[src/verilog/smc_pkg.sv]
// constants shared by the standby mode control block
package smc_pkg;

    // ---------------------------------------------------------------
    // register map (byte addresses on the wishbone bus)
    // ---------------------------------------------------------------
    localparam logic [3:0] SMC_ADR_SYS1   = 4'h0;
    localparam logic [3:0] SMC_ADR_SYS2   = 4'h4;
    localparam logic [3:0] SMC_ADR_CTRL   = 4'h8;
    localparam logic [3:0] SMC_ADR_STATUS = 4'hC;

    // ---------------------------------------------------------------
    // field positions
    // ---------------------------------------------------------------
    localparam int SYS1_HALT_BIT   = 7;
    localparam int SYS1_STYLE_BIT  = 6;
    localparam int SYS1_RETSUB_BIT = 5;
    localparam int SYS1_FIX_BIT    = 4;
    localparam int SYS1_WU_LSB     = 2;
    localparam int SYS2_HOSC_BIT   = 7;
    localparam int SYS2_LOSC_BIT   = 6;
    localparam int SYS2_SYSCK_BIT  = 5;
    localparam int SYS2_DOZE_BIT   = 4;
    localparam int CTRL_IME_BIT    = 0;
    localparam int CTRL_GEAR_BIT   = 1;
    localparam int CTRL_EF_LSB     = 8;
    localparam int SMC_NSRC        = 8;

    // ---------------------------------------------------------------
    // values after reset
    // ---------------------------------------------------------------
    localparam logic [7:0] SYS1_RESET  = 8'h10;
    localparam logic [7:0] SYS2_RESET  = 8'h80;
    localparam logic [7:0] SYS2_LOW_RD = 8'h0F;
    localparam logic [7:0] EF_RESET    = 8'h00;

    // ---------------------------------------------------------------
    // warm-up times and their cycle counts
    // ---------------------------------------------------------------
    localparam longint CLK_MHZ   = 125;
    localparam longint WU0_US    = 15729;
    localparam longint WU1_US    = 5243;
    localparam longint WU2_US    = 3932;
    localparam longint WU3_US    = 1311;
    localparam longint WUS0_MS   = 750;
    localparam longint WUS1_MS   = 250;
    localparam logic [31:0] WU0_CYC  = 32'(WU0_US * CLK_MHZ);
    localparam logic [31:0] WU1_CYC  = 32'(WU1_US * CLK_MHZ);
    localparam logic [31:0] WU2_CYC  = 32'(WU2_US * CLK_MHZ);
    localparam logic [31:0] WU3_CYC  = 32'(WU3_US * CLK_MHZ);
    localparam logic [31:0] WUS0_CYC = 32'(WUS0_MS * 1000 * CLK_MHZ);
    localparam logic [31:0] WUS1_CYC = 32'(WUS1_MS * 1000 * CLK_MHZ);

    // ---------------------------------------------------------------
    // operating states
    // ---------------------------------------------------------------
    typedef enum logic [1:0] {
        SMC_RUN,
        SMC_HALT,
        SMC_WARM,
        SMC_DOZE
    } smc_state_t;

endpackage

[src/verilog/smc_standby.sv]
// standby mode control: halt, warm-up and doze sequencing with a wishbone slave
// What this block does
// RL1 - writing halt bit seven enters halt
// RL2 - halt stops oscillators and all operation
// RL3 - halt keeps memory, registers, latches intact
// RL4 - divider cleared at halt entry and resume
// RL5 - resume address is the following instruction
// RL6 - bit six picks level or edge release
// RL7 - level style: high wake pin releases halt
// RL8 - level style: pin high skips halt, warms
// RL9 - warm-up never falls back into halt
// RL10 - edge-to-level switch waits for rising edge
// RL11 - edge style: rising wake edge releases halt
// RL12 - edge style: halts even with pin high
// RL13 - oscillators restarted according to target mode
// RL14 - warm-up keeps everything halted, then resumes
// RL15 - two-bit field selects four warm-up lengths, two on sub-clock return
// RL16 - warm-up counted through the timing divider
// RL17 - reset releases halt immediately
// RL18 - writing doze bit four enters doze
// RL19 - doze stops cpu and watchdog only
// RL20 - doze returns to matching run mode
// RL21 - master enable low: release without service
// RL22 - master enable high: release and service
// RL23 - reset releases doze into fast single
// RL24 - watchdog interrupt at entry cancels doze
//
// The placing of the registers and the Wishbone interface to the registers are this design's own decisions.
`timescale 1ns/1ns
`default_nettype none
module smc_standby
    import smc_pkg::*;
#(
    parameter logic [31:0] WARM0_CYC    = WU0_CYC,
    parameter logic [31:0] WARM1_CYC    = WU1_CYC,
    parameter logic [31:0] WARM2_CYC    = WU2_CYC,
    parameter logic [31:0] WARM3_CYC    = WU3_CYC,
    parameter logic [31:0] WARM_SUB0_CYC = WUS0_CYC,
    parameter logic [31:0] WARM_SUB1_CYC = WUS1_CYC
) (
    // clock and reset
    input  wire logic                clk_i,
    input  wire logic                rst_i,
    // wishbone slave
    input  wire logic                cyc_i,
    input  wire logic                stb_i,
    input  wire logic                we_i,
    input  wire logic [3:0]          adr_i,
    input  wire logic [3:0]          sel_i,
    input  wire logic [31:0]         dat_i,
    output logic [31:0]              dat_o,
    output logic                     ack_o,
    // wake pin and interrupt sources
    input  wire logic                wake_pin_i,
    input  wire logic [SMC_NSRC-1:0] interrupt_latch_i,
    input  wire logic                external_interrupt_zero_i,
    input  wire logic                watchdog_irq_i,
    // cpu side
    input  wire logic [15:0]         cpu_pc_i,
    output logic [15:0]              resume_pc_o,
    output logic                     cpu_run_o,
    output logic                     watchdog_run_o,
    output logic                     periph_run_o,
    output logic                     service_start_o,
    output logic                     resume_o,
    // clock control
    output logic                     hosc_en_o,
    output logic                     losc_en_o,
    output logic                     sysck_sub_o,
    output logic [31:0]              divider_o
);

    // ---------------------------------------------------------------
    // wake pin synchroniser
    // ---------------------------------------------------------------
    // no reset here: the flops fill from the pin within three edges, well
    // inside the shortest reset, and a reset value could fake an edge
    logic wake_meta;
    logic wake_sync;
    logic wake_prev;
    always_ff @(posedge clk_i) begin
        wake_meta <= wake_pin_i;
        wake_sync <= wake_meta;
        wake_prev <= wake_sync;
    end
    wire wake_rise = wake_sync & ~wake_prev;

    // ---------------------------------------------------------------
    // registers
    // ---------------------------------------------------------------
    logic [7:0]          sys1;
    logic [7:0]          sys2;
    logic                ime;
    logic                gear;
    logic [SMC_NSRC-1:0] src_en;
    logic                eff_level;
    logic                lvl_pend;
    smc_state_t          state;
    smc_state_t          next_state;
    logic [31:0]         tg_div;
    logic [31:0]         warm_target;

    // ---------------------------------------------------------------
    // bus decode
    // ---------------------------------------------------------------
    wire acc      = cyc_i & stb_i & ~ack_o;
    wire wr       = acc & we_i & sel_i[0];
    wire wr_sys1  = wr & (adr_i == SMC_ADR_SYS1);
    wire wr_sys2  = wr & (adr_i == SMC_ADR_SYS2);
    wire wr_ctrl  = wr & (adr_i == SMC_ADR_CTRL);
    wire in_run   = (state == SMC_RUN);
    // a style change from edge to level is held off until a rising edge
    wire to_level = wr_sys1 & dat_i[SYS1_STYLE_BIT] & ~eff_level;
    wire to_edge  = wr_sys1 & ~dat_i[SYS1_STYLE_BIT];
    wire next_eff = to_edge ? 1'b0 : (eff_level | (lvl_pend & wake_rise)); // RL6 RL10
    wire halt_req = in_run & wr_sys1 & dat_i[SYS1_HALT_BIT];                 // RL1
    wire doze_req = in_run & wr_sys2 & dat_i[SYS2_DOZE_BIT];                 // RL18
    wire doze_cancel = doze_req & watchdog_irq_i;                            // RL24
    wire [SMC_NSRC-1:0] src_hit = interrupt_latch_i & src_en;
    wire doze_wake = (|src_hit) | external_interrupt_zero_i;                 // RL21 RL22
    wire [1:0] wu_sel = sys1[SYS1_WU_LSB +: 2];
    wire ret_sub = sys1[SYS1_RETSUB_BIT];
    wire dual    = sys2[SYS2_LOSC_BIT];
    // one below the target, so warm-up spans exactly the target count from clear
    wire warm_done = (state == SMC_WARM) && (tg_div >= warm_target - 32'h1);
    wire halt_wake = eff_level ? wake_sync : wake_rise;                      // RL7 RL11

    wire [31:0] rd_sys1   = {24'h0, 1'b0, sys1[6:2], 2'b00};
    wire [31:0] rd_sys2   = {24'h0, sys2[7:4], SYS2_LOW_RD[3:0]};
    wire [31:0] rd_ctrl   = {16'h0, src_en, 6'h00, gear, ime};
    wire [31:0] rd_status = {24'h0, wake_sync, lvl_pend, eff_level, 3'b000, state};
    wire [31:0] rd_mux =
        (adr_i == SMC_ADR_SYS1)   ? rd_sys1 :
        (adr_i == SMC_ADR_SYS2)   ? rd_sys2 :
        (adr_i == SMC_ADR_CTRL)   ? rd_ctrl :
        (adr_i == SMC_ADR_STATUS) ? rd_status : 32'h0;

    // ---------------------------------------------------------------
    // warm-up length select
    // ---------------------------------------------------------------
    // sub-clock return only defines the two slowest codes; the others
    // reuse them by the low bit, code 2 as code 0 and code 3 as code 1, rather than an undefined length
    always_comb begin
        warm_target = WARM0_CYC;
        if (ret_sub) begin
            warm_target = wu_sel[0] ? WARM_SUB1_CYC : WARM_SUB0_CYC;   // RL15
        end else begin
            unique case (wu_sel)
                2'b00: warm_target = WARM0_CYC;
                2'b01: warm_target = WARM1_CYC;
                2'b10: warm_target = WARM2_CYC;
                2'b11: warm_target = WARM3_CYC;
            endcase
            if (gear) begin
                warm_target = {warm_target[30:0], 1'b0};                 // RL15
            end
        end
    end

    // ---------------------------------------------------------------
    // state machine
    // ---------------------------------------------------------------
    always_comb begin
        next_state = state;
        unique case (state)
            SMC_RUN: begin
                if (halt_req) begin
                    // level style with the pin already high goes straight to warm-up
                    next_state = (next_eff & wake_sync) ? SMC_WARM : SMC_HALT; // RL8 RL12
                end else if (doze_req & ~doze_cancel) begin
                    next_state = SMC_DOZE;
                end
            end
            SMC_HALT: begin
                if (halt_wake) begin
                    next_state = SMC_WARM;
                end
            end
            SMC_WARM: begin
                if (warm_done) begin
                    next_state = SMC_RUN;                                // RL9 RL14
                end
            end
            SMC_DOZE: begin
                if (doze_wake) begin
                    next_state = SMC_RUN;                                // RL20
                end
            end
        endcase
    end

    // reset is the pin-driven release of every standby state
    always_ff @(posedge clk_i) begin
        if (rst_i) begin
            state <= SMC_RUN;                                            // RL17 RL23
        end else begin
            state <= next_state;
        end
    end

    // ---------------------------------------------------------------
    // timing divider, doubles as the warm-up counter
    // ---------------------------------------------------------------
    always_ff @(posedge clk_i) begin
        if (rst_i) begin
            tg_div <= 32'h0;
        end else if (halt_req || warm_done) begin
            tg_div <= 32'h0;                                             // RL4
        end else if (state != SMC_HALT) begin
            tg_div <= tg_div + 32'h1;                                    // RL16
        end
    end

    // ---------------------------------------------------------------
    // register writes
    // ---------------------------------------------------------------
    always_ff @(posedge clk_i) begin
        if (rst_i) begin
            sys1      <= SYS1_RESET;
            sys2      <= SYS2_RESET;
            ime       <= 1'b0;
            gear      <= 1'b0;
            src_en    <= EF_RESET;
            eff_level <= 1'b0;
            lvl_pend  <= 1'b0;
        end else begin
            eff_level <= next_eff;
            if (to_edge || next_eff) begin
                lvl_pend <= 1'b0;
            end else if (to_level) begin
                lvl_pend <= 1'b1;
            end
            if (wr_sys1) begin
                sys1 <= {1'b0, dat_i[6:2], 2'b00};
            end
            if (wr_sys2) begin
                sys2 <= {dat_i[7:5], 1'b0, 4'h0};
            end
            if (wr_ctrl) begin
                ime  <= dat_i[CTRL_IME_BIT];
                gear <= dat_i[CTRL_GEAR_BIT];
            end
            if (wr_ctrl && sel_i[1]) begin
                src_en <= dat_i[CTRL_EF_LSB +: SMC_NSRC];
            end
            // oscillator and clock select follow the return target
            if (warm_done) begin
                sys2[SYS2_HOSC_BIT]  <= ~ret_sub;                        // RL13
                sys2[SYS2_SYSCK_BIT] <= ret_sub;
            end
        end
    end

    // ---------------------------------------------------------------
    // bus answer: one wait state, unmapped reads return zero
    // ---------------------------------------------------------------
    always_ff @(posedge clk_i) begin
        if (rst_i) begin
            ack_o <= 1'b0;
            dat_o <= 32'h0;
        end else begin
            ack_o <= acc;
            dat_o <= acc ? rd_mux : 32'h0;
        end
    end

    // ---------------------------------------------------------------
    // outputs
    // ---------------------------------------------------------------
    wire warm_hosc = ret_sub ? 1'b0 : 1'b1;
    wire warm_losc = dual;
    always_ff @(posedge clk_i) begin
        if (rst_i) begin
            cpu_run_o       <= 1'b1;
            watchdog_run_o  <= 1'b1;
            periph_run_o    <= 1'b1;
            service_start_o <= 1'b0;
            resume_o        <= 1'b0;
            hosc_en_o       <= 1'b1;
            losc_en_o       <= 1'b0;
            sysck_sub_o     <= 1'b0;
            resume_pc_o     <= 16'h0;
            divider_o       <= 32'h0;
        end else begin
            // cpu state is never touched here, only its clock is gated
            cpu_run_o      <= (next_state == SMC_RUN);                   // RL3 RL19
            watchdog_run_o <= (next_state == SMC_RUN);                   // RL19
            periph_run_o   <= (next_state == SMC_RUN) || (next_state == SMC_DOZE); // RL2 RL14
            service_start_o <= ((state == SMC_DOZE) && doze_wake && ime)
                               || doze_cancel;                           // RL22 RL24
            resume_o       <= (state != SMC_RUN) && (next_state == SMC_RUN);
            if (halt_req || doze_req) begin
                resume_pc_o <= cpu_pc_i + 16'h1;                         // RL5
            end
            unique case (next_state)
                SMC_HALT: begin
                    hosc_en_o <= 1'b0;                                   // RL2
                    losc_en_o <= 1'b0;
                end
                SMC_WARM: begin
                    hosc_en_o <= warm_hosc;                              // RL13
                    losc_en_o <= warm_losc;
                end
                default: begin
                    // the return bit overwrites the enable in the resume cycle
                    // itself; the stored bit would lag it by one cycle
                    hosc_en_o <= warm_done ? ~ret_sub : sys2[SYS2_HOSC_BIT];     // RL13
                    losc_en_o <= dual;
                end
            endcase
            sysck_sub_o <= warm_done ? ret_sub : sys2[SYS2_SYSCK_BIT];
            divider_o   <= tg_div;
        end
    end
endmodule
`default_nettype wire

[config.mk]
export PLATFORM = sky130hd
export DESIGN_NAME = smc_standby
export DESIGN_NICKNAME = d
export VERILOG_FILES = /design/src/verilog/smc_pkg.sv /design/src/verilog/smc_standby.sv
export SDC_FILE = /design/constraint.sdc
export NUM_CORES = 1
export LEC_CHECK = 0
export BUFFER_PORTS_ARGS = -buffer_cell sky130_fd_sc_hd__buf_2
export CORE_MARGIN = 1.5
export CORE_UTILIZATION = 45
export CTS_CLUSTER_DIAMETER = 120
export DETAILED_ROUTE_END_ITERATION = 10
export HOLD_SLACK_MARGIN = 0.03
export PLACE_DENSITY = 0.77
export SLEW_MARGIN = 20
export SYNTH_ARGS = -nofsm -noshare
export SYNTH_HDL_FRONTEND = slang
export SYNTH_SLANG_ARGS = --single-unit
[constraint.sdc]
create_clock -name clk_i -period 3.5 [get_ports clk_i]
set_input_delay 0.7 -clock clk_i [delete_from_list [all_inputs] [get_ports clk_i]]
set_output_delay 0.7 -clock clk_i [all_outputs]
set_load 0.05 [all_outputs]
==> impl_metrics.ini <==
[pwr]
p_sw_mw = 0.808
p_seq_frac = 0.445
power_leakage_nw = 3.18
power_frac_comb = 0.053
peakVddDrop_mv = 0.282
p_int_mw = 2.53
swShare = 0.242
pwr-share-clk = 0.502
power_mw = 3.34
power_density_nw_per_um2 = 450

[global_route]
grt_pass1_vias = 4753
track_usage = 0.190
antenna_found_initial = 1
grt-ovfl-total = 0
use_met3 = 0.0604
grtUsageMet2 = 0.305
grt_pass1_wl_um = 21900
grt_start_max_net_pins = 78
top_usage_layer = met2
use_met1 = 0.237

[layout]
final_cell_mix = dfxtp_1 (127), buf_2 (126), nor2_1 (90), nand2_1 (46)
layout_commonest_cell = dfxtp_1
n_fill_cell = 1206
syn2layout_area_growth_pct = 21.6
nets = 928
layout-drive-gt1-share = 0.248

[setup_path]
endpoint_kind = flop
cp.arrival_ps = 3560
cp.required_ps = 3810
crit_fanout = 7
cp-start-kind = flop
path_class = flop to flop

[synthesis]
yosys.area_share.simple = 0.252
synthMuxAreaShare = 0.0330
synth.avg_cell_area_um2 = 8.91
ys_types = 58
synth-async-reset-ratio = 0
synth-seq-area-share = 0.423
synthCells = 686
syn-cell-area_um2 = 6110
ys_seq_elements = 129
synth_top_family_by_area = simple AND/OR/NAND/NOR gates
synthXorXnorAreaFrac = 0.0631
synth_adder_area_share = 0.0794
synth_warnings = 0
synth_compound_area_frac = 0.0895
synth_edf_count = 0
synth_ff_type = dfxtp_1

[sta]
rsz0062_at_grt = no
fin_crit_sh = 0.929
finalSetupTns_ps = 0
setup_viol = 0
hold_violations = 0
worstMarginPinSlew_ps = 798
max-slew-margin-rel = 0.468
slew_violations = 0
skew_ps = 8.90
max_freq_ghz = 0.308
finalCriticalPeriod_ps = 3250

[floorplanning]
num_rows = 42
die_height_um = 120
die_x_um = 120
die_area_um2 = 14300
start_util = 0.461
pin_count = 161
core_um2 = 13200

[run_status]
status = finished clean

[clocking]
cts.sinks = 129
clk_path_buf_depth = 2
clk_pin_slew_ps = 60
cts-root-buf = clkbuf_16
tritoncts = built
clk_latency_ps = 420
cts_setup_buffers = 0
htree_levels = 4
numCtsBuffers = 17
cts_hold_buf = 0

[placed_design]
port_buffers = 126
hpwl_um = 9470
gp_congestion = 0.846

[worst_hold_path]
min_path_type = flop to flop

[drt]
drt-vias-per-instance = 4.98
drc = 0
drtPass1Iterations = 5
first_iter_violations = 367
routed_wl_um = 13200
ant_nets = 0
vias = 5015
detail_route.wl_per_cell_um = 13.1

[flow_run]
maxCapViolCount = 0
## area by class of cell
class	instances	area [um2]	area share
multi-input combinational	508	3250	0.437
inverter	26	97.6	0.0131
clock buffer	18	439	0.0591
tap	176	220	0.0296
clock inverter	14	133	0.0178
sequential	129	2580	0.348
antenna	1	2.50	0.000337
timing repair buffer	136	706	0.0949
## registers in the layout, indices dropped and copies added, names as in the netlist, 2 cells and up
signal / flops
sys2: 3
state: 2
dat_o: 16
src_en: 8
tg_div: 32
resume_pc_o: 16
divider_o: 32
sys1: 5
## path summary, 6_finish.rpt
path | slack, ps | from | depth (start not counted) | to
setup reg to reg | 250 | gear | 13 | hosc_en_o
setup / recovery | 250 | gear | 13 | hosc_en_o
hold reg to reg | 330 | wake_meta | 0 | wake_sync
hold / removal | 330 | wake_meta | 0 | wake_sync
## cells by family (layout without fill, tap and decap cells)
group | after synthesis | count (layout)
AND/OR/NAND/NOR | 298 | 298
flip-flops | 129 | 129
AO/OA/AOI/OAI | 85 | 85
buffers and inverters | 69 | 194
XOR/XNOR | 44 | 44
adder cells (fa/ha/maj) | 39 | 39
multiplexers | 20 | 20
other | 2 | 23
## power groups by stage
stage / logic [mW] / registers [mW] / clock network [mW]
finish: 0.176 / 1.49 / 1.68
global route: 0.192 / 1.49 / 1.78
CTS: 0.176 / 1.49 / 1.71
detailed placement: 0.175 / 1.52 / 0
global placement: 0.174 / 1.52 / 0
floorplan: 0.125 / 1.53 / 0
## cells in the mapped netlist (4+ instances only)
cell / count / share of area
dfxtp_1: 129 / 0.42
nor2_1: 92 / 0.057
nand2_1: 46 / 0.028
ha_1: 38 / 0.078
nand3_1: 38 / 0.031
nor2b_1: 32 / 0.033
a21oi_1: 29 / 0.024
xnor2_1: 29 / 0.042
inv_1: 26 / 0.016
nor2_2: 20 / 0.020
mux2i_1: 19 / 0.031
buf_4: 18 / 0.022
xor2_1: 15 / 0.021
a211oi_1: 14 / 0.017
clkbuf_1: 14 / 0.0086
o21ai_0: 13 / 0.011
nand4_1: 11 / 0.011
and3_1: 9 / 0.0092
nor3_1: 9 / 0.0074
and2_1: 8 / 0.0082
a31oi_1: 7 / 0.0072
nand2b_1: 6 / 0.0061
and4_1: 5 / 0.0072
buf_2: 5 / 0.0041
nor3b_1: 5 / 0.0061
buf_6: 4 / 0.0074
or3_1: 4 / 0.0041
## per-layer routing
layer  wire length [um]  vias to the layer above
met5                  0                        -
met4                233                        0
met3                892                       22
met2               6130                      156
met1               5920                     2266
li1                   -                     2571
## worst max-delay path, cell delays in order, from the launching register on
cell and delay, ps:
dfxtp_1 460, inv_1 130, nor2_2 220, o31ai_1 120
ha_1 300, a21oi_1 120, o21ai_0 100, a221o_1 340
a311o_1 360, o21ai_1 160, inv_1 80, ha_1 310
and3_1 180, a211o_1 260
## timing repair
item | 4_1_cts | 5_1_grt
hold endpoints to repair | 0 | 0
resized for setup | 0 | 6
setup endpoints to repair | 0 | 1
## through the flow
step	area (um2)	cells	util	setup slack, ps	hold slack (ps)
after floorplan	6190	706	-	275	310
after global placement	6850	975	0.517	242	314
after detailed placement	6850	975	0.517	199	315
after CTS	7420	1007	0.560	174	329
after global routing	7430	1008	0.561	36.2	356
final	7430	1008	0.561	250	333
No activity file was read; power rests on OpenSTA's default activity.
